File: config.mk
export PLATFORM = sky130hd
export DESIGN_NAME = jlp_link_param_regs
export DESIGN_NICKNAME = d
export VERILOG_FILES = /design/src/jlp_link_param_regs.v
export VERILOG_INCLUDE_DIRS = /design/src /design/src/src
export SDC_FILE = /design/constraint.sdc
export NUM_CORES = 1
export LEC_CHECK = 0
export BUFFER_PORTS_ARGS = -buffer_cell sky130_fd_sc_hd__buf_2
export CORE_MARGIN = 2
export CORE_UTILIZATION = 59
export DETAILED_ROUTE_END_ITERATION = 12
export PLACE_DENSITY_LB_ADDON = 0.3
export SKIP_CTS_REPAIR_TIMING = 1
export SLEW_MARGIN = 20
export SYNTH_ARGS = -nofsm -noshare
export SYNTH_HDL_FRONTEND = slang
export SYNTH_SLANG_ARGS = --single-unit
File: constraint.sdc
create_clock -name core_clk -period 4.1 [get_ports core_clk]
set_clock_uncertainty 0.2 [all_clocks]
set_input_delay 0.82 -clock core_clk [delete_from_list [all_inputs] [get_ports core_clk]]
set_output_delay 0.82 -clock core_clk [all_outputs]
set_load 0.01 [all_outputs]
File: src/jlp_map.vh
`ifndef JLP_MAP_VH
`define JLP_MAP_VH

// ----------------------------------------------------------------------------
// register offsets (12-bit register address space)
// ----------------------------------------------------------------------------
`define JLP_ADDR_W              12
`define JLP_LANE7_RX_IDENT      12'h442
`define JLP_LANE7_RX_CHECKSUM   12'h445
`define JLP_LANE7_CALC_CHECKSUM 12'h446
`define JLP_LINK_DEVICE_IDENT   12'h450
`define JLP_LINK_BANK_IDENT     12'h451
`define JLP_LANE0_IDENT_ADJUST  12'h452
`define JLP_DESCRAMBLE_LANES    12'h453
`define JLP_OCTETS_PER_FRAME    12'h454
`define JLP_FRAMES_PER_MF       12'h455
`define JLP_CONVERTERS_PER_DEV  12'h456
`define JLP_CTRL_BITS_RES       12'h457

// ----------------------------------------------------------------------------
// field positions
// ----------------------------------------------------------------------------
`define JLP_IDENT_MSB           4
`define JLP_K_MSB               4
`define JLP_ADJDIR_BIT          6
`define JLP_PHADJ_BIT           5
`define JLP_DESCRAMBLE_BIT      7
`define JLP_CS_MSB              7
`define JLP_CS_LSB              6

// ----------------------------------------------------------------------------
// reset values
// ----------------------------------------------------------------------------
`define JLP_RST_BYTE            8'h00
`define JLP_RST_FIELD5          5'h00
`define JLP_RST_DESCRAMBLE      1'h1
`define JLP_RST_K_MINUS1        5'h1F
`define JLP_K16_MINUS1          5'h0F
`define JLP_RST_LANES_MINUS1    5'h07
`define JLP_RST_OCTETS_MINUS1   8'h00
`define JLP_RST_CONV_MINUS1     8'h01
`define JLP_RST_CTRL_BITS       2'h0
`define JLP_RST_RES_MINUS1      5'h0F

// ----------------------------------------------------------------------------
// lane 7 initial alignment configuration octet indices
// ----------------------------------------------------------------------------
`define JLP_ILAS_IDX_W          4
`define JLP_ILAS_IDX_FIRST      4'h0
`define JLP_ILAS_IDX_LID        4'h2
`define JLP_ILAS_IDX_CHECKSUM   4'hD

`endif

File: src/jlp_link_param_regs.v
// Functional notes
// - capture lane 7 lane ID, 5 bits
// - store received lane 7 checksum, read-only
// - compute own lane 7 checksum, read-only
// - bank ID writable, resets to zero
// - adjust direction bit 6, phase bit 5
// - lane 0 ID writable, resets zero
// - bit 7 enables descrambling, on after reset
// - lane count minus one, read-only
// - octets per frame minus one, informational
// - K minus one, reset 0x1F
// - converters minus one, reset 0x1
// - control bits per sample always zero
// - resolution minus one reads 0x0F

`include "jlp_map.vh"

module jlp_link_param_regs (
  input  wire        core_clk,           // register clock, 20 MHz
  input  wire        rst_b,              // asynchronous reset, active low
  input  wire [11:0] reg_addr,           // register address
  input  wire        reg_wr_en,          // write strobe, one cycle
  input  wire [7:0]  reg_wr_data,        // write data
  input  wire        reg_rd_en,          // read strobe, one cycle
  output wire [7:0]  reg_rd_data,        // read data, valid with reg_rd_valid
  output wire        reg_rd_valid,       // read answer pulse
  input  wire        link_soft_reset,    // link_receive_core held in soft reset
  input  wire        ilas_octet_valid,   // lane 7 configuration octet strobe
  input  wire [3:0]  ilas_octet_idx,     // octet index 0..13 in the config
  input  wire [7:0]  ilas_octet,         // received configuration octet
  output wire [7:0]  cfg_device_ident,   // expected device id
  output wire [7:0]  cfg_bank_ident,     // expected bank id
  output wire [4:0]  cfg_lane0_ident,    // expected lane 0 id
  output wire        cfg_lmfc_adj_dir,   // lmfc adjust direction
  output wire        cfg_phase_adj_req,  // phase adjust request
  output wire        cfg_descramble_en,  // receive descrambling enable
  output wire [4:0]  cfg_k_minus1,       // frames per multiframe minus one
  output wire        lane7_checksum_ok,  // calculated equals received checksum
  output wire        lane7_cfg_done      // lane 7 config fully captured
);

  // --------------------------------------------------------------------------
  // writable configuration
  // --------------------------------------------------------------------------
  reg [7:0] device_ident_reg;
  reg [7:0] bank_ident_reg;
  reg [4:0] lane0_ident_reg;
  reg       adj_dir_reg;
  reg       phase_adj_reg;
  reg       descramble_reg;
  reg [4:0] k_minus1_reg;

  // --------------------------------------------------------------------------
  // write decode
  // --------------------------------------------------------------------------
  // decode is exact over all twelve address bits, so aliases never hit
  wire wr_dev  = reg_wr_en && (reg_addr == `JLP_LINK_DEVICE_IDENT);
  wire wr_bank = reg_wr_en && (reg_addr == `JLP_LINK_BANK_IDENT);
  wire wr_lid0 = reg_wr_en && (reg_addr == `JLP_LANE0_IDENT_ADJUST);
  wire wr_scr  = reg_wr_en && (reg_addr == `JLP_DESCRAMBLE_LANES);
  wire wr_k    = reg_wr_en && (reg_addr == `JLP_FRAMES_PER_MF);

  // --------------------------------------------------------------------------
  // device and bank identification
  // --------------------------------------------------------------------------
  // writes are accepted in any state; keeping them inside the soft reset
  // window is left to software, since the core may be held in reset remotely
  always @(posedge core_clk or negedge rst_b) begin
    if (!rst_b) begin
      device_ident_reg <= `JLP_RST_BYTE;
    end else if (wr_dev) begin
      device_ident_reg <= reg_wr_data;
    end
  end

  always @(posedge core_clk or negedge rst_b) begin
    if (!rst_b) begin
      bank_ident_reg <= `JLP_RST_BYTE;
    end else if (wr_bank) begin
      bank_ident_reg <= reg_wr_data;
    end
  end

  // --------------------------------------------------------------------------
  // lane 0 identification and subclass 2 adjust
  // --------------------------------------------------------------------------
  // bit 7 is reserved and never stored
  always @(posedge core_clk or negedge rst_b) begin
    if (!rst_b) begin
      lane0_ident_reg <= `JLP_RST_FIELD5;
    end else if (wr_lid0) begin
      lane0_ident_reg <= reg_wr_data[`JLP_IDENT_MSB:0];
    end
  end

  always @(posedge core_clk or negedge rst_b) begin
    if (!rst_b) begin
      adj_dir_reg <= 1'h0;
    end else if (wr_lid0) begin
      adj_dir_reg <= reg_wr_data[`JLP_ADJDIR_BIT];
    end
  end

  always @(posedge core_clk or negedge rst_b) begin
    if (!rst_b) begin
      phase_adj_reg <= 1'h0;
    end else if (wr_lid0) begin
      phase_adj_reg <= reg_wr_data[`JLP_PHADJ_BIT];
    end
  end

  // --------------------------------------------------------------------------
  // descrambling and multiframe length
  // --------------------------------------------------------------------------
  // reset leaves descrambling on until software clears it
  always @(posedge core_clk or negedge rst_b) begin
    if (!rst_b) begin
      descramble_reg <= `JLP_RST_DESCRAMBLE;
    end else if (wr_scr) begin
      descramble_reg <= reg_wr_data[`JLP_DESCRAMBLE_BIT];
    end
  end

  // only bits 4:0 are stored, bits 7:5 are reserved
  always @(posedge core_clk or negedge rst_b) begin
    if (!rst_b) begin
      k_minus1_reg <= `JLP_RST_K_MINUS1;
    end else if (wr_k) begin
      k_minus1_reg <= reg_wr_data[`JLP_K_MSB:0];
    end
  end

  // --------------------------------------------------------------------------
  // lane 7 configuration capture and checksum
  // --------------------------------------------------------------------------
  reg [4:0] rx_lane7_ident_reg;
  reg [7:0] rx_lane7_checksum_reg;
  reg [7:0] calc_lane7_checksum_reg;
  reg [7:0] sum_reg;
  reg [7:0] sum_next;
  reg       cfg_done_reg;
  reg       chk_ok_reg;

  // --------------------------------------------------------------------------
  // octet index decode
  // --------------------------------------------------------------------------
  // indices 14 and 15 match nothing and are dropped
  wire idx_first = (ilas_octet_idx == `JLP_ILAS_IDX_FIRST);
  wire idx_lid   = (ilas_octet_idx == `JLP_ILAS_IDX_LID);
  wire idx_chk   = (ilas_octet_idx == `JLP_ILAS_IDX_CHECKSUM);
  wire idx_data  = (ilas_octet_idx < `JLP_ILAS_IDX_CHECKSUM);

  // --------------------------------------------------------------------------
  // running octet sum
  // --------------------------------------------------------------------------
  // running modulo-256 octet sum; the first octet restarts it so that a
  // repeated alignment sequence never accumulates over a stale total
  always @* begin
    sum_next = sum_reg;
    if (ilas_octet_valid && idx_data) begin
      if (idx_first) begin
        sum_next = ilas_octet;
      end else begin
        sum_next = sum_reg + ilas_octet;
      end
    end
  end

  always @(posedge core_clk or negedge rst_b) begin
    if (!rst_b) begin
      sum_reg <= `JLP_RST_BYTE;
    end else begin
      sum_reg <= sum_next;
    end
  end

  // --------------------------------------------------------------------------
  // lane 7 identification capture
  // --------------------------------------------------------------------------
  always @(posedge core_clk or negedge rst_b) begin
    if (!rst_b) begin
      rx_lane7_ident_reg <= `JLP_RST_FIELD5;
    end else if (ilas_octet_valid && idx_lid) begin
      rx_lane7_ident_reg <= ilas_octet[`JLP_IDENT_MSB:0];
    end
  end

  // --------------------------------------------------------------------------
  // lane 7 checksum capture
  // --------------------------------------------------------------------------
  always @(posedge core_clk or negedge rst_b) begin
    if (!rst_b) begin
      rx_lane7_checksum_reg <= `JLP_RST_BYTE;
    end else if (ilas_octet_valid && idx_chk) begin
      rx_lane7_checksum_reg <= ilas_octet;
    end
  end

  // the checksum octet itself is left out of the sum
  always @(posedge core_clk or negedge rst_b) begin
    if (!rst_b) begin
      calc_lane7_checksum_reg <= `JLP_RST_BYTE;
    end else if (ilas_octet_valid && idx_chk) begin
      calc_lane7_checksum_reg <= sum_reg;
    end
  end

  // compared with the live octet so the flag lands with the capture
  always @(posedge core_clk or negedge rst_b) begin
    if (!rst_b) begin
      chk_ok_reg <= 1'h0;
    end else if (ilas_octet_valid && idx_chk) begin
      chk_ok_reg <= (sum_reg == ilas_octet);
    end
  end

  // a new sequence withdraws the previous result at its first octet
  always @(posedge core_clk or negedge rst_b) begin
    if (!rst_b) begin
      cfg_done_reg <= 1'h0;
    end else if (ilas_octet_valid && idx_chk) begin
      cfg_done_reg <= 1'h1;
    end else if (ilas_octet_valid && idx_first) begin
      cfg_done_reg <= 1'h0;
    end
  end

  // --------------------------------------------------------------------------
  // read path
  // --------------------------------------------------------------------------
  reg [7:0] rd_data_reg;
  reg [7:0] rd_data_next;
  reg       rd_valid_reg;

  // reserved bits are never stored, so they read back as zero
  always @* begin
    rd_data_next = 8'h00;
    case (reg_addr)
      `JLP_LANE7_RX_IDENT: begin
        rd_data_next = {3'h0, rx_lane7_ident_reg};
      end
      `JLP_LANE7_RX_CHECKSUM: begin
        rd_data_next = rx_lane7_checksum_reg;
      end
      `JLP_LANE7_CALC_CHECKSUM: begin
        rd_data_next = calc_lane7_checksum_reg;
      end
      `JLP_LINK_DEVICE_IDENT: begin
        rd_data_next = device_ident_reg;
      end
      `JLP_LINK_BANK_IDENT: begin
        rd_data_next = bank_ident_reg;
      end
      `JLP_LANE0_IDENT_ADJUST: begin
        rd_data_next = {1'h0, adj_dir_reg, phase_adj_reg, lane0_ident_reg};
      end
      `JLP_DESCRAMBLE_LANES: begin
        rd_data_next = {descramble_reg, 2'h0, `JLP_RST_LANES_MINUS1};
      end
      `JLP_OCTETS_PER_FRAME: begin
        rd_data_next = `JLP_RST_OCTETS_MINUS1;
      end
      `JLP_FRAMES_PER_MF: begin
        rd_data_next = {3'h0, k_minus1_reg};
      end
      `JLP_CONVERTERS_PER_DEV: begin
        rd_data_next = `JLP_RST_CONV_MINUS1;
      end
      `JLP_CTRL_BITS_RES: begin
        rd_data_next = {`JLP_RST_CTRL_BITS, 1'h0, `JLP_RST_RES_MINUS1};
      end
      default: begin
        rd_data_next = 8'h00;
      end
    endcase
  end

  // --------------------------------------------------------------------------
  // read answer
  // --------------------------------------------------------------------------
  always @(posedge core_clk or negedge rst_b) begin
    if (!rst_b) begin
      rd_valid_reg <= 1'h0;
    end else begin
      rd_valid_reg <= reg_rd_en;
    end
  end

  // data holds between reads, so software may sample it late
  always @(posedge core_clk or negedge rst_b) begin
    if (!rst_b) begin
      rd_data_reg <= 8'h00;
    end else if (reg_rd_en) begin
      rd_data_reg <= rd_data_next;
    end
  end

  // --------------------------------------------------------------------------
  // outputs
  // --------------------------------------------------------------------------
  assign reg_rd_data       = rd_data_reg;
  assign reg_rd_valid      = rd_valid_reg;
  assign cfg_device_ident  = device_ident_reg;
  assign cfg_bank_ident    = bank_ident_reg;
  assign cfg_lane0_ident   = lane0_ident_reg;
  assign cfg_lmfc_adj_dir  = adj_dir_reg;
  assign cfg_phase_adj_req = phase_adj_reg;
  assign cfg_descramble_en = descramble_reg;
  assign cfg_k_minus1      = k_minus1_reg;
  assign lane7_checksum_ok = chk_ok_reg;
  assign lane7_cfg_done    = cfg_done_reg;

endmodule // jlp_link_param_regs

==> impl_results.md <==
* Post-route clock period utilization at 63.3%
* Outcome: finished, final reports clean
* Final Total Pwr at 1.98 mW
* Crit. End Element: flop
* Power per cell area at 447 nW/um^2
* Layout area overhead at 17.4%
* Worst-skew pair later-pin latency at 0.35 ns
* Setup Crit Path Kind: input port to flop
* Post-synthesis cell area at 3760 sq um
* Reg clk slew, reported paths at 0.08 ns
* Slew HR at a little over two fifths
* Synth top cells by count: dfrtp_1 (63), mux2_2 (40), nand2_1 (31)
* CP max FO at 4
* Root Buffer: clkbuf_8
* Vias in the first global route at 2,915
* Leakage at 2.14 nW
* Cts bufs inserted at 9
* EDFF count, synth at 0
* Final Max Slew Viols at 0
* Largest net degree at the start of global routing at 49
* Buffers on Ports at between 70 and 80
* Worst flop-to-flop path endpoint: sum_reg[6]
* FILL cells at 472
* # diodes at 0
* Initial antenna violation count at 0
* Share of the synthesized area in the top cell type at between 40% and 50%
* Synth cell types at 60
* Worst vdd ir at 414 uV
* Crit path DAT at between 2 and 3 ns
* Max Fclk at a little under 400 MHz
* Die area at 7030 sq um
* NumNets Final at 455
* Syn_nets at between 300 and 400
* Endpoints failing hold at 0
* DRT Pass-1 Iters at 5
* DR WL/cell at 18.1 um
* Reg2reg path depth at 8
* Starting Density at 60.2%
* Count leader, synth: dfrtp_1
* DR iter-0 viols at 318
* GRT Total Usage at 26.7%
* Share of layout cells above drive strength 1 at 41.1%
* # IOs at 78
* Remaining antenna violation count at 0
* Syn Area/Cell at 11.3 sq um
* GRT Residual Overflow at 0
* RR Startpoint: sum_reg[0]
* Core Area at 6240 sq um
* Die X at 83.8 um
* Net Sw Power at 609 uW
* First-pass GRT wire length at 14.7 mm
* Power Internal at roughly 1.4 mW
* RePlAce Congestion at 0.851
* Cells after synthesis at 334
* # rows at 29
* H-tree depth at 3
* Sequential share of power at 43.8%
* Post-DP HPWL at 6.34 mm
* Slew @ Worst Pin at 0.844 ns
* Vias at 3,012
* Synth Flop Type: dfrtp_1
* Switching share of power at between 30% and 40%
* Critical Path RT at 4.17 ns
* Main area contributors after synthesis: dfrtp_1 (42%), mux2_2 (12%), mux2_4 (5.2%), dfstp_2 (4.2%), mux2i_1 (3.2%)
* Post-route DRC at 0
* Reg2reg setup slack at 1.72 ns
* RSZ-0062 raised after global routing: false
* Post-Layout Inst Area at 4420 sq um
* Clock power frac at approximately 33%
* MaxCap Viol Count at 0
* Startpoint Class: input port
* Ys async rst share at 100%
* Post-layout util at 70.7%
* Via density at 6.13
* Post-Route WL at 8.89 mm
* CTS Sinks at 69
* Synth Register Bits at 69
* Area leader, netlist: dfrtp_1
* HP Class: input port to asynchronous set/reset pin
* Logic pwr share at a little under a quarter
* Synthesis warning total at 0
* Placed inst area at 4190 sq um
* Clock Path Buffers at 2
* Setup tns final at 0 ns
* Die Y at 83.8 um
* Part of the Yosys area used for sequential elements at 46.1%
* Min cycle time layout at 2.60 ns
* CTS tree: yes
* # setup viols final at 0
[placed cells by master (no fill, tap or decap), types with 7 or more instances in the layout]
master / instances
a21oi_1: 11
clkbuf_8: 9
buf_2: 76
ha_1: 7
mux2_4: 13
mux2i_1: 12
o21ai_0: 17
nor2_1: 22
mux2_2: 40
nor2b_1: 7
dfrtp_1: 63
nand2_1: 31
[how the worst max path moves through the flow]
stage                              from        endpoint  slack, ns  cells past startpoint
final                     ilas_octet[0]      sum_reg[6]       1.50                      9
after global routing      ilas_octet[0]      sum_reg[6]       1.36                      9
after detailed placement  ilas_octet[0]      sum_reg[6]       1.16                      9
after floorplan           ilas_octet[0]      sum_reg[6]       1.54                      8
after global placement      reg_addr[1]  reg_rd_data[0]       1.20                      6
after CTS                 ilas_octet[0]      sum_reg[6]       1.52                      9
[worst max-delay path: stages]
cell and delay [ns]:
buf_2 0.12, ha_1 0.21, inv_1 0.07, fa_1 0.38
nor2b_1 0.22, o21ai_0 0.12, a21oi_1 0.20, mux2_2 0.35
nor3_1 0.17
[cell type report]
cell class              count  area, sq um  area share [%]
flip-flops and latches     69         1730            39.3
multi-input cells         246         1930            43.8
repair buffers             80          410            9.29
inverters                   3         11.3           0.255
well taps                  77         96.3            2.18
clock inverters             7          106            2.41
clock buffers               9          124            2.81
[per-layer routing]
metal  global-route usage, %  wire length [um]  part of all wire (%)
met2                    42.0              4340                    49
met3                    4.45               528                   5.9
met4                    9.09               125                   1.4
met5                       0                 0                     0
met1                    38.1              3900                    44
[power by group through the flow]
stage / logic, mW / registers, mW / clock network (mW)
6_report: 0.465 / 0.865 / 0.646
5_1_grt: 0.522 / 0.877 / 0.679
4_1_cts: 0.463 / 0.862 / 0.645
3_5_place_dp: 0.456 / 0.874 / 0
3_3_place_gp: 0.438 / 0.870 / 0
2_1_floorplan: 0.336 / 0.858 / 0
[cells by family after synthesis]
kind of cell | Yosys count | share of synthesized area [%]
and+or+nand+nor | 109 | 16.5
DFF | 69 | 46.1
muxes | 65 | 20.4
AOI/OAI and AO/OA | 64 | 11.5
buffers and inverters | 19 | 2.63
adders and majority gates | 8 | 2.86
[through the flow]
step / setup WS, ns / hold slack (ns) / instances
global placement: 1.20 / 0.252 / 475
floorplan: 1.54 / 0.242 / 334
detailed placement: 1.16 / 0.266 / 475
finish: 1.50 / 0.245 / 491
global route: 1.36 / 0.281 / 491
CTS: 1.52 / 0.262 / 491
Note: power is estimated with default switching activity, not from simulation.
